<file path="config.mk">
export PLATFORM = sky130hd
export DESIGN_NAME = pll_divider_lock_control
export DESIGN_NICKNAME = d
export VERILOG_FILES = /design/src/pll_lock_pkg.sv /design/src/pll_divider_lock_control.sv
export SDC_FILE = /design/constraint.sdc
export NUM_CORES = 1
export LEC_CHECK = 0
export BUFFER_PORTS_ARGS = -buffer_cell sky130_fd_sc_hd__buf_2
export CAP_MARGIN = 20
export CORE_UTILIZATION = 40
export CTS_CLUSTER_DIAMETER = 200
export CTS_CLUSTER_SIZE = 12
export DETAILED_ROUTE_END_ITERATION = 8
export GPL_TIMING_DRIVEN = 0
export MAX_ROUTING_LAYER = met4
export PLACE_DENSITY = 0.55
export REMOVE_ABC_BUFFERS = 1
export SLEW_MARGIN = 0
export SYNTH_ARGS = -nofsm -noshare
export SYNTH_HDL_FRONTEND = slang
export SYNTH_SLANG_ARGS = --single-unit
</file>
<file path="constraint.sdc">
create_clock -name clk -period 7.5 [get_ports clk]
set_clock_uncertainty 0.2 [all_clocks]
set_input_delay 0.375 -clock clk [delete_from_list [all_inputs] [get_ports clk]]
set_output_delay 0.375 -clock clk [all_outputs]
set_load 0.005 [all_outputs]
</file>
<file path="src/pll_lock_pkg.sv">
// constants and types shared by the synthesizer divider and lock logic
// assumes pad comparators resolve the three- and four-level pins into 2-bit codes
package pll_lock_pkg;

  // three-level select pin codes from the pad comparators
  localparam logic [1:0] LVL_LOW = 2'h0;
  localparam logic [1:0] LVL_OPEN = 2'h1;
  localparam logic [1:0] LVL_HIGH = 2'h2;

  // four-level loop control pin codes
  localparam logic [1:0] CTRL_LOW = 2'h0;
  localparam logic [1:0] CTRL_HALF = 2'h1;
  localparam logic [1:0] CTRL_OPEN = 2'h2;
  localparam logic [1:0] CTRL_HIGH = 2'h3;

  // pump current codes handed to the analog pump
  localparam logic [1:0] CUR_200UA = 2'h0;
  localparam logic [1:0] CUR_300UA = 2'h1;
  localparam logic [1:0] CUR_OFF = 2'h2;

  // positions of the raw pin inputs in the synchroniser vector
  localparam int PIN_WIDTH = 9;
  localparam int BIT_REF = 0;
  localparam int BIT_VCO = 1;
  localparam int BIT_PSAVE = 2;
  localparam int SEL_A_LO = 3;
  localparam int SEL_B_LO = 5;
  localparam int CTRL_LO = 7;

  localparam logic [11:0] LO_DIVIDE_FACTOR = 12'h9a0;
  localparam logic [11:0] LO_HALF = 12'h4d0;

  localparam int CLK_PERIOD_NS = 10;
  localparam int LOCK_WINDOW_NS = 250;
  localparam logic [5:0] LOCK_WINDOW_CYCLES = 6'(LOCK_WINDOW_NS / CLK_PERIOD_NS);
  localparam logic [2:0] LOCK_GOOD_COUNT = 3'h7;

  // reset values
  localparam logic [PIN_WIDTH-1:0] PINS_RESET = 9'h0a8;
  localparam logic [6:0] REF_COUNT_RESET = 7'h00;
  localparam logic [11:0] LO_COUNT_RESET = 12'h000;
  localparam logic [5:0] PHASE_COUNT_RESET = 6'h00;
  localparam logic [2:0] GOOD_COUNT_RESET = 3'h0;
  localparam logic [6:0] FACTOR_RESET = 7'h00;

  typedef struct packed {
    logic source;
    logic sink;
  } pump_cmd_type;

endpackage

</file>
<file path="src/pll_divider_lock_control.sv">
// reference divider, fixed LO divider, tri-state phase detector, lock detector, control decoder
// assumes pins arrive asynchronous to clk; clk is much faster than the reference and VCO-divided inputs
`timescale 1ns/1ps
`default_nettype none

module pll_divider_lock_control
  import pll_lock_pkg::*;
(
  input wire logic clk, // 100 MHz system clock
  input wire logic nrst, // synchronous reset, active low
  input wire logic refOscIn, // reference oscillator square wave
  input wire logic vcoIn, // prescaled VCO signal
  input wire logic [1:0] refSelectA, // first select pin level code
  input wire logic [1:0] refSelectB, // second select pin level code
  input wire logic [1:0] loopControlPin, // control pin level code
  input wire logic powerSavePin, // power save request
  output pll_lock_pkg::pump_cmd_type pumpOutput, // pump source and sink enables
  output logic [1:0] pumpCurrent, // pump current code
  output logic filterAmpInputGround, // ground the filter amplifier input
  output logic dividerTestOut, // selected divider monitor
  output logic lockIndicatorOut, // open collector data, always low
  output logic lockIndicatorOe, // high while pulling the lock pin low
  output logic analogPowerSave, // power save to the analog path only
  output logic [6:0] refDivideFactor // reference factor in use
);
  import pll_lock_pkg::*;

  function automatic logic [1:0] levelOf(input logic [1:0] code);
    levelOf = (code == 2'h3) ? LVL_OPEN : code;
  endfunction

  function automatic logic [6:0] refFactorOf(input logic [1:0] a, input logic [1:0] b);
    logic [3:0] key;
    key = {levelOf(a), levelOf(b)};
    if (key == {LVL_LOW, LVL_OPEN}) refFactorOf = 7'h24;
    else if (key == {LVL_LOW, LVL_HIGH}) refFactorOf = 7'h21;
    else if (key == {LVL_LOW, LVL_LOW}) refFactorOf = 7'h30;
    else if (key == {LVL_OPEN, LVL_OPEN}) refFactorOf = 7'h41;
    else if (key == {LVL_OPEN, LVL_HIGH}) refFactorOf = 7'h3f;
    else if (key == {LVL_OPEN, LVL_LOW}) refFactorOf = 7'h40;
    else if (key == {LVL_HIGH, LVL_OPEN}) refFactorOf = 7'h23;
    else if (key == {LVL_HIGH, LVL_HIGH}) refFactorOf = 7'h20;
    else refFactorOf = 7'h31;
  endfunction

  // three-stage synchroniser; a change counts once stages two and three agree
  logic [PIN_WIDTH-1:0] sync1, sync2, sync3, pins, pinsPrev;
  logic [PIN_WIDTH-1:0] next_pins;

  always_comb
  begin
    next_pins = (sync2 & sync3) | (pins & (sync2 ^ sync3));
  end

  always_ff @(posedge clk)
  begin
    if (!nrst)
    begin
      sync1 <= PINS_RESET;
      sync2 <= PINS_RESET;
      sync3 <= PINS_RESET;
      pins <= PINS_RESET;
      pinsPrev <= PINS_RESET;
    end
    else
    begin
      sync1 <= {loopControlPin, refSelectB, refSelectA, powerSavePin, vcoIn, refOscIn};
      sync2 <= sync1;
      sync3 <= sync2;
      pins <= next_pins;
      pinsPrev <= pins;
    end
  end

  logic refRise, loRise, pumpOn, lockEnable;
  logic [1:0] ctrlLevel;
  logic [6:0] factor;
  logic refSquare, loSquare;

  logic [6:0] refCount, next_refCount;
  logic [11:0] loCount, next_loCount;
  logic refTick, next_refTick, loTick, next_loTick;
  logic up, down, next_up, next_down, compareEvent;
  logic [5:0] phaseCount, next_phaseCount;
  logic [2:0] goodCount, next_goodCount;
  logic locked, next_locked;
  pump_cmd_type next_pump;
  logic [1:0] next_current;
  logic next_ground, next_test, next_psave;
  logic [6:0] next_factor;

  always_comb
  begin
    refRise = pins[BIT_REF] & ~pinsPrev[BIT_REF];
    loRise = pins[BIT_VCO] & ~pinsPrev[BIT_VCO];
    ctrlLevel = pins[CTRL_LO +: 2];
    factor = refFactorOf(pins[SEL_A_LO +: 2], pins[SEL_B_LO +: 2]);
    // a factor change mid-count ends the period early rather than running away
    next_refCount = refCount;
    next_refTick = 1'b0;
    if (refRise)
    begin
      if (refCount >= factor - 7'h01)
      begin
        next_refCount = REF_COUNT_RESET;
        next_refTick = 1'b1;
      end
      else
        next_refCount = refCount + 7'h01;
    end
    next_loCount = loCount;
    next_loTick = 1'b0;
    if (loRise)
    begin
      if (loCount == LO_DIVIDE_FACTOR - 12'h001)
      begin
        next_loCount = LO_COUNT_RESET;
        next_loTick = 1'b1;
      end
      else
        next_loCount = loCount + 12'h001;
    end
    refSquare = refCount < (factor >> 1);
    loSquare = loCount < LO_HALF;
    // the pump drives the two divided rates to equality
    next_up = up | refTick;
    next_down = down | loTick;
    compareEvent = next_up & next_down;
    if (compareEvent)
    begin
      next_up = 1'b0;
      next_down = 1'b0;
    end
    pumpOn = (ctrlLevel == CTRL_LOW) || (ctrlLevel == CTRL_HIGH);
    lockEnable = pumpOn;
    next_pump.source = next_up & pumpOn;
    next_pump.sink = next_down & pumpOn;
    if (ctrlLevel == CTRL_LOW) next_current = CUR_200UA;
    else if (ctrlLevel == CTRL_HIGH) next_current = CUR_300UA;
    else next_current = CUR_OFF;
    next_ground = (ctrlLevel == CTRL_OPEN);
    if (ctrlLevel == CTRL_HALF) next_test = loSquare;
    else if (ctrlLevel == CTRL_OPEN) next_test = refSquare;
    else next_test = 1'b0;
    // the width of the lone pulse measures the phase difference
    next_phaseCount = PHASE_COUNT_RESET;
    if (!compareEvent && (up ^ down) && phaseCount != 6'h3f)
      next_phaseCount = phaseCount + 6'h01;
    next_goodCount = goodCount;
    if (!lockEnable)
      next_goodCount = GOOD_COUNT_RESET;
    else if (compareEvent)
    begin
      if (phaseCount < LOCK_WINDOW_CYCLES && goodCount != LOCK_GOOD_COUNT)
        next_goodCount = goodCount + 3'h1;
      else if (phaseCount >= LOCK_WINDOW_CYCLES)
        next_goodCount = GOOD_COUNT_RESET;
    end
    next_locked = (next_goodCount == LOCK_GOOD_COUNT);
    next_psave = pins[BIT_PSAVE];
    next_factor = factor;
  end

  always_ff @(posedge clk)
  begin
    if (!nrst)
    begin
      refCount <= REF_COUNT_RESET;
      loCount <= LO_COUNT_RESET;
      refTick <= 1'b0;
      loTick <= 1'b0;
      up <= 1'b0;
      down <= 1'b0;
      phaseCount <= PHASE_COUNT_RESET;
      goodCount <= GOOD_COUNT_RESET;
      locked <= 1'b0;
      pumpOutput <= '0;
      pumpCurrent <= CUR_OFF;
      filterAmpInputGround <= 1'b0;
      dividerTestOut <= 1'b0;
      analogPowerSave <= 1'b0;
      refDivideFactor <= FACTOR_RESET;
    end
    else
    begin
      refCount <= next_refCount;
      loCount <= next_loCount;
      refTick <= next_refTick;
      loTick <= next_loTick;
      up <= next_up;
      down <= next_down;
      phaseCount <= next_phaseCount;
      goodCount <= next_goodCount;
      locked <= next_locked;
      pumpOutput <= next_pump;
      pumpCurrent <= next_current;
      filterAmpInputGround <= next_ground;
      dividerTestOut <= next_test;
      analogPowerSave <= next_psave;
      refDivideFactor <= next_factor;
    end
  end

  // open collector: pull low while locked, the external pull-up gives the high
  assign lockIndicatorOut = 1'b0;
  assign lockIndicatorOe = locked;

  AST_REF_TICK: assert property (@(posedge clk) disable iff (!nrst)
    refRise && refCount == factor - 7'h01 |=> refTick && refCount == 7'h00)
    else $error("reference divider missed its terminal count");
  AST_FACTOR_32: assert property (@(posedge clk) disable iff (!nrst)
    pins[SEL_A_LO +: 2] == LVL_HIGH && pins[SEL_B_LO +: 2] == LVL_HIGH |=> refDivideFactor == 7'h20)
    else $error("high/high select did not give factor 32");
  AST_LO_TICK: assert property (@(posedge clk) disable iff (!nrst)
    loRise && loCount == 12'h99f |=> loTick && loCount == 12'h000)
    else $error("LO divider did not wrap at 2464");
  AST_PUMP_SOURCE: assert property (@(posedge clk) disable iff (!nrst)
    refTick && !up && !down && !loTick && pumpOn |=> pumpOutput.source && !pumpOutput.sink)
    else $error("leading reference edge did not source");
  AST_CURRENT_LOW: assert property (@(posedge clk) disable iff (!nrst)
    ctrlLevel == CTRL_LOW |=> pumpCurrent == CUR_200UA)
    else $error("control low did not select 200 uA");
  AST_HALF_OFF: assert property (@(posedge clk) disable iff (!nrst)
    ctrlLevel == CTRL_HALF |=> pumpCurrent == CUR_OFF && pumpOutput == '0 && dividerTestOut == $past(loSquare))
    else $error("half supply control did not stop pump or route LO divider");
  AST_OPEN_TEST: assert property (@(posedge clk) disable iff (!nrst)
    ctrlLevel == CTRL_OPEN |=> dividerTestOut == $past(refSquare) && filterAmpInputGround)
    else $error("open control did not route reference divider or ground filter");
  AST_LOCK_RISE: assert property (@(posedge clk) disable iff (!nrst)
    $rose(locked) |-> goodCount == 3'h7 && $past(compareEvent) && $past(phaseCount) < LOCK_WINDOW_CYCLES)
    else $error("lock raised without seven good comparisons");
  AST_LOCK_DISABLED: assert property (@(posedge clk) disable iff (!nrst)
    !lockEnable |=> !locked && goodCount == 3'h0)
    else $error("lock detector active while disabled");
  AST_BAD_CLEARS: assert property (@(posedge clk) disable iff (!nrst)
    compareEvent && lockEnable && phaseCount >= LOCK_WINDOW_CYCLES |=> goodCount == 3'h0 && !locked)
    else $error("out-of-window comparison did not clear lock");
  AST_PSAVE_PASS: assert property (@(posedge clk) disable iff (!nrst)
    $rose(pins[BIT_PSAVE]) |=> analogPowerSave ##0 $stable(loCount) || loTick || $past(loRise))
    else $error("power save disturbed synthesizer logic");

endmodule

`default_nettype wire

</file>
=== Yosys cells after proc, flatten, opt, wreduce, memory -nomap -nowiden ===
Index checks and enable logic that the tools add are counted.

* $add $sub $neg: 5
* $lt $le $gt $ge: 5
* Equality and inequality tests: 16
* Multiplexer cells: 24
* Bitwise gates (word level): 15
* Reductions and logical operators: 11

{| class="wikitable"
|+ Operators with widths
! kind !! count
|-
| $mux W7 || 7
|-
| $and A9 B9 Y9 || 2
|-
| $add A12 B1 Y12 const B || 1
|-
| $eq A12 B12 Y1 const B || 1
|-
| $eq A4 B3 Y1 const B || 3
|-
| $lt A12 B11 Y1 const B || 1
|-
| $mux W12 || 1
|-
| $mux W3 || 4
|-
| $mux W5 || 2
|-
| $or A9 B9 Y9 || 1
|-
| $xor A9 B9 Y9 || 1
|-
| $eq A2 B2 Y1 const B || 4
|-
| $eq A4 B4 Y1 const B || 2
|-
| $mux W2 || 4
|-
| $add A7 B1 Y7 const B || 1
|-
| $ge A7 B7 Y1 || 1
|-
| $lt A7 B6 Y1 || 1
|-
| $sub A7 B1 Y7 const B || 1
|-
| $add A6 B1 Y6 const B || 1
|-
| $ge A6 B5 Y1 const B || 1
|-
| $lt A6 B5 Y1 const B || 1
|-
| $mux W1 || 6
|-
| $ne A6 B6 Y1 const B || 1
|-
| $reduce_and A2 Y1 || 3
|-
| 16 further kinds || 25
|}

* Register bits: 85
* Input bits: 11
* Output and inout port bits: 16
* Logic and storage cells: 98

=== Depth between registers and ports, before layout ===
* Depth after elaboration: 14
* Gate-level depth with buffers: 14
* Depth with buffers taken out: 13

=== Worst setup path after synthesis ===
Ideal clock, no wire load.

* Path kind: register -> register
* Start point: register pins[3]
* End point: register refTick
* Setup time: 0.115 ns
* Data arrival time: 2.590 ns
* Data required time: 7.185 ns
* Slack: 4.595 ns
* Stages on the path, launching flop included: 14
* Path buffers: 1
* Period minus slack after synthesis: 2.905 ns
* Cell sequence: dfxtp_1 -> clkbuf_1 -> nand2b_1 -> xnor2_1 -> o21ai_0 -> ha_1 -> inv_1 -> ha_1 -> inv_1 -> ha_1 -> a21o_1 -> a31oi_1 -> o21ai_1 -> and3_1

* Longest elaborated chain between the ends: 14
* Elaborated cells on any way between the ends: 21
* Classes of those cells: add/sub (1); order compare (1); eq/ne (8); mux (10); reduce/logical (1)

{| class="wikitable"
|+ Ends and longest elaborated chain
! item !! line !! source
|-
| start: declaration || pll_divider_lock_control.sv:47 || <nowiki>logic [PIN_WIDTH-1:0] sync1, sync2, sync3, pins, pinsPrev;</nowiki>
|-
| start signal: assignment || pll_divider_lock_control.sv:70 || <nowiki>pins <= next_pins;</nowiki>
|-
| $eq A2 B2 Y1 || pll_divider_lock_control.sv:29 || <nowiki>levelOf = (code == 2'h3) ? LVL_OPEN : code;</nowiki>
|-
| $mux W2 * || pll_divider_lock_control.sv:29 ||
|-
| $eq A4 B4 Y1 || pll_divider_lock_control.sv:42 || <nowiki>else if (key == {LVL_HIGH, LVL_HIGH}) refFactorOf = 7'h20;</nowiki>
|-
| $mux W5 || pll_divider_lock_control.sv:42 ||
|-
| $mux W5 || pll_divider_lock_control.sv:41 || <nowiki>else if (key == {LVL_HIGH, LVL_OPEN}) refFactorOf = 7'h23;</nowiki>
|-
| $mux W7 || pll_divider_lock_control.sv:40 || <nowiki>else if (key == {LVL_OPEN, LVL_LOW}) refFactorOf = 7'h40;</nowiki>
|-
| $mux W7 || pll_divider_lock_control.sv:39 || <nowiki>else if (key == {LVL_OPEN, LVL_HIGH}) refFactorOf = 7'h3f;</nowiki>
|-
| $mux W7 || pll_divider_lock_control.sv:38 || <nowiki>else if (key == {LVL_OPEN, LVL_OPEN}) refFactorOf = 7'h41;</nowiki>
|-
| $mux W7 || pll_divider_lock_control.sv:37 || <nowiki>else if (key == {LVL_LOW, LVL_LOW}) refFactorOf = 7'h30;</nowiki>
|-
| $mux W7 || pll_divider_lock_control.sv:36 || <nowiki>else if (key == {LVL_LOW, LVL_HIGH}) refFactorOf = 7'h21;</nowiki>
|-
| $mux W7 * || pll_divider_lock_control.sv:35 || <nowiki>if (key == {LVL_LOW, LVL_OPEN}) refFactorOf = 7'h24;</nowiki>
|-
| $sub A7 B1 Y7 * || pll_divider_lock_control.sv:103 || <nowiki>if (refCount >= factor - 7'h01)</nowiki>
|-
| $ge A7 B7 Y1 * || pll_divider_lock_control.sv:103 ||
|-
| $mux W1 * || pll_divider_lock_control.sv:103 ||
|-
| end signal: assignment || pll_divider_lock_control.sv:188 || <nowiki>refTick <= next_refTick;</nowiki>
|-
| end: declaration || pll_divider_lock_control.sv:82 || <nowiki>logic refTick, next_refTick, loTick, next_loTick;</nowiki>
|}

Every way passes the cells marked *; elsewhere a longest branch is shown, timed or not.
A chain may end at the register's enable or synchronous reset.

=== Worst setup path after layout ===
* Start point: register pins[3]
* End point: register refCount[4]

* Longest elaborated chain between the ends: 14
* Elaborated cells on any way between the ends: 21
* Classes of those cells: add/sub (1); order compare (1); eq/ne (8); mux (10); reduce/logical (1)

{| class="wikitable"
|+ Ends and longest elaborated chain
! item !! line !! source
|-
| $eq A2 B2 Y1 || pll_divider_lock_control.sv:29 ||
|-
| $mux W2 * || pll_divider_lock_control.sv:29 ||
|-
| $eq A4 B4 Y1 || pll_divider_lock_control.sv:42 ||
|-
| $mux W5 || pll_divider_lock_control.sv:42 ||
|-
| $mux W5 || pll_divider_lock_control.sv:41 ||
|-
| $mux W7 || pll_divider_lock_control.sv:40 ||
|-
| $mux W7 || pll_divider_lock_control.sv:39 ||
|-
| $mux W7 || pll_divider_lock_control.sv:38 ||
|-
| $mux W7 || pll_divider_lock_control.sv:37 ||
|-
| $mux W7 || pll_divider_lock_control.sv:36 ||
|-
| $mux W7 * || pll_divider_lock_control.sv:35 ||
|-
| $sub A7 B1 Y7 * || pll_divider_lock_control.sv:103 ||
|-
| $ge A7 B7 Y1 * || pll_divider_lock_control.sv:103 ||
|-
| $mux W7 * || pll_divider_lock_control.sv:103 ||
|-
| end signal: assignment || pll_divider_lock_control.sv:186 || <nowiki>refCount <= next_refCount;</nowiki>
|-
| end: declaration || pll_divider_lock_control.sv:80 || <nowiki>logic [6:0] refCount, next_refCount;</nowiki>
|}

Marked as above.

==> reports/metrics.csv <==
stage,metric,value,unit
floorplan,placementRows,34,
finish,layout_cells_sized_above_1,0.120,
critical_path,critical_path_required,7.56,ns
place,place.port_buffers,25,
clocking,tritoncts,done,
critical_path,startpoint_type,register,
finish,antenna-diode-count,0,
place,gp_routability_congestion,0.862,
yosys,synth-async-reset-ratio,0,
yosys,syn_inst,368,
clocking,clkTransAtPathRegs,0.08,ns
yosys,synthFlopType,sky130_fd_sc_hd__dfxtp_1,
clocking,cts-buffers-inserted,9,
yosys,synthesis.area_per_instance,9.79,µm²
pwr,p_leak,1.67,nW
timing,timing.final.max_slew_violations,0,
floorplan,floorplan_die_area,9390,µm²
finish,mostFrequentLayoutCells,"sky130_fd_sc_hd__dfxtp_1 (85), sky130_fd_sc_hd__nor2_1 (47), sky130_fd_sc_hd__ha_1 (34), sky130_fd_sc_hd__buf_2 (25), sky130_fd_sc_hd__and2_1 (23)",
run_status,status,completed,
yosys,number_of_enable_flip_flop_cells_after_synthesis,0,
clocking,cts.repair_timing.setup_buffer_count,0,
route,final_wl,5960,µm
finish,nNetsFinal,440,
floorplan,die_height,96.9,µm
route,vias_per_cell,4.96,
route,route.vias.total,2519,
yosys,ys.warnings.count,0,
critical_path,path_max_fanout,9,
hold_path,hold_path_class,input pin to register,
finish,fillerInstances,854,
grt,grt_util_all_layers,0.146,
clocking,tritoncts_num_sinks,85,
timing,finalCritPeriodShare,0.430,
critical_path,timing.critical_path.arrival,3.28,ns
grt,grt_pass1_wl,10700,µm
clocking,ctsLongestPathBuffers,2,
yosys,ys_seq_elements,85,
grt,grt_overflow,0,
yosys,post_synth_num_cell_types,53,
floorplan,floorplan.initialDensity,0.413,
clocking,clk_root_buffer_cell,sky130_fd_sc_hd__clkbuf_8,
route,drc,0,
flow_run,cap_viol_max_count,0,
place,hpwl,4040,µm
route,first_pass_iters,4,
timing,setup_violations,0,
pwr,power_density_over_cell_area,207,nW/µm²
yosys,syn-cell-area,3600,µm²
grt,vias_in_the_first_global_route,2363,
route,antenna_violating_nets_post_route,0,
timing,timing.max_slew.rel_slack,0.562,
timing,layout_min_cycle_time,3.22,ns
finish,area.growth.synth_to_final,12.1,%
place,dpl-instance-area,3810,µm²
floorplan,core_area,8720,µm²
route,drt_first_iter_violations,50,
timing,finalHoldViolCount,0,
clocking,clock_insertion_delay_worst_skew,0.35,ns
timing,finalSetupTns,0,ns
timing,finalHoldWorstSlack,0.0155,ns
floorplan,io_pins,27,
timing,max_freq,310,MHz
clocking,htree_num_levels,3,
finish,finish.instance_area,4040,µm²
critical_path,endpoint_kind,register,
pwr,worst_voltage_drop_across_the_vdd_grid,0.117,mV
grt,grt_max_degree,42,
timing,unrepaired_setup_endpoints_after_global_routing,false,
finish,mostFrequentLayoutCell,sky130_fd_sc_hd__dfxtp_1,
route,routed_wire_length_per_instance,11.7,µm
grt,number_of_antenna_violations_at_the_first_check_in_global_routing,0,
critical_path,timing_worst_setup_path_type,register to register,
yosys,synth_sequential_area_ratio,0.472,
floorplan,die_w,96.9,µm
timing,max_slew.worst_pin.slew,0.657,ns
[critical path: stages, from the launching register on]
cell and delay [ns]:
sky130_fd_sc_hd__dfxtp_1 0.48, sky130_fd_sc_hd__nand2b_1 0.19, sky130_fd_sc_hd__xnor2_1 0.07, sky130_fd_sc_hd__o21ai_0 0.36
sky130_fd_sc_hd__ha_1 0.22, sky130_fd_sc_hd__inv_1 0.06, sky130_fd_sc_hd__ha_1 0.26, sky130_fd_sc_hd__inv_1 0.04
sky130_fd_sc_hd__ha_1 0.28, sky130_fd_sc_hd__a21o_1 0.18, sky130_fd_sc_hd__a31oi_1 0.28, sky130_fd_sc_hd__o21ai_1 0.24
sky130_fd_sc_hd__a211oi_1 0.28
[cell type report]
type | instances | area (µm²) | share of cell area
Inverter | 15 | 56.3 | 0.0139
Sequential cell | 85 | 1700 | 0.421
Tap cell | 108 | 135 | 0.0335
Timing Repair Buffer | 27 | 145 | 0.0359
Clock inverter | 4 | 55.1 | 0.0136
Multi-Input combinational cell | 257 | 1790 | 0.443
Clock buffer | 12 | 155 | 0.0384
[flip-flops by register name, indices dropped and copies added (netlist names), 2 cells and up]
register	count
pumpCurrent	2
sync2	9
sync1	9
pinsPrev	2
phaseCount	6
pumpOutput	2
sync3	9
refDivideFactor	7
refCount	7
pins	9
loCount	12
goodCount	3
[cell usage after synthesis (all sizes together), types with 3 or more instances]
master	count	area [µm²]
a211o	3	26.3
a211oi	6	50.1
a21oi	15	75.1
and2	23	144
buf	5	31.3
clkbuf	6	23.8
dfxtp	85	1700
ha	34	425
inv	15	56.3
nand2	19	71.3
nand2b	15	93.8
nand3	6	30.0
nand4	7	43.8
nand4b	3	32.5
nor2	47	176
nor2b	4	25.0
nor3	9	45.0
nor4	4	25.0
o2111ai	3	26.3
o21ai	9	56.3
xnor2	15	131
xor2	8	70.1
[power breakdown]
group	internal, mW	switching (mW)	total (mW)
combinational	0.0149	0.0199	0.0348
clock	0.174	0.165	0.339
sequential	0.459	0.00382	0.463
total	0.648	0.189	0.837
[worst paths after layout]
path                                           from                  endpoint  slack, ns  cells past startpoint
worst min-delay path              loopControlPin[0]       sync1[7]$_SDFF_PN1_       0.02                      2
worst max-delay path             pins[3]$_SDFF_PN1_  refCount[4]$_SDFFE_PN0P_       4.28                     12
worst max register to register   pins[3]$_SDFF_PN1_  refCount[4]$_SDFFE_PN0P_       4.28                     12
worst min register to register  sync1[5]$_SDFF_PN1_       sync2[5]$_SDFF_PN1_       0.21                      1
[kinds of logic after synthesis]
family                     Yosys count  synth area share
AOI/OAI and AO/OA                   49            0.0993
xor gates and xnor gates            23            0.0559
adders and majority gates           34             0.118
buffers and inverters               26            0.0309
DFF                                 85             0.472
muxes                                1           0.00278
other                                1           0.00104
and+or+nand+nor                    149             0.220
[metal layers]
layer  track usage  share of wire
met1         0.181           0.52
met4        0.0769          0.023
met5             -              0
met3        0.0325          0.028
met2         0.220           0.43
[through the flow]
step / util / total power [mW] / setup slack, ns / cells
2_1_floorplan: - / 0.495 / 4.69 / 357
3_3_place_gp: 0.437 / 0.508 / 4.33 / 490
3_5_place_dp: 0.437 / 0.509 / 4.30 / 490
4_1_cts: 0.463 / 0.850 / 4.27 / 508
5_1_grt: 0.463 / 0.880 / 3.88 / 508
6_report: 0.463 / 0.837 / 4.28 / 508
[what timing repair did]
item,4_1_cts,5_1_grt
hold endpoints to repair,2,0
resized for setup,0,0
hold buffers,2,0
No activity file was read; power rests on OpenSTA's default activity.
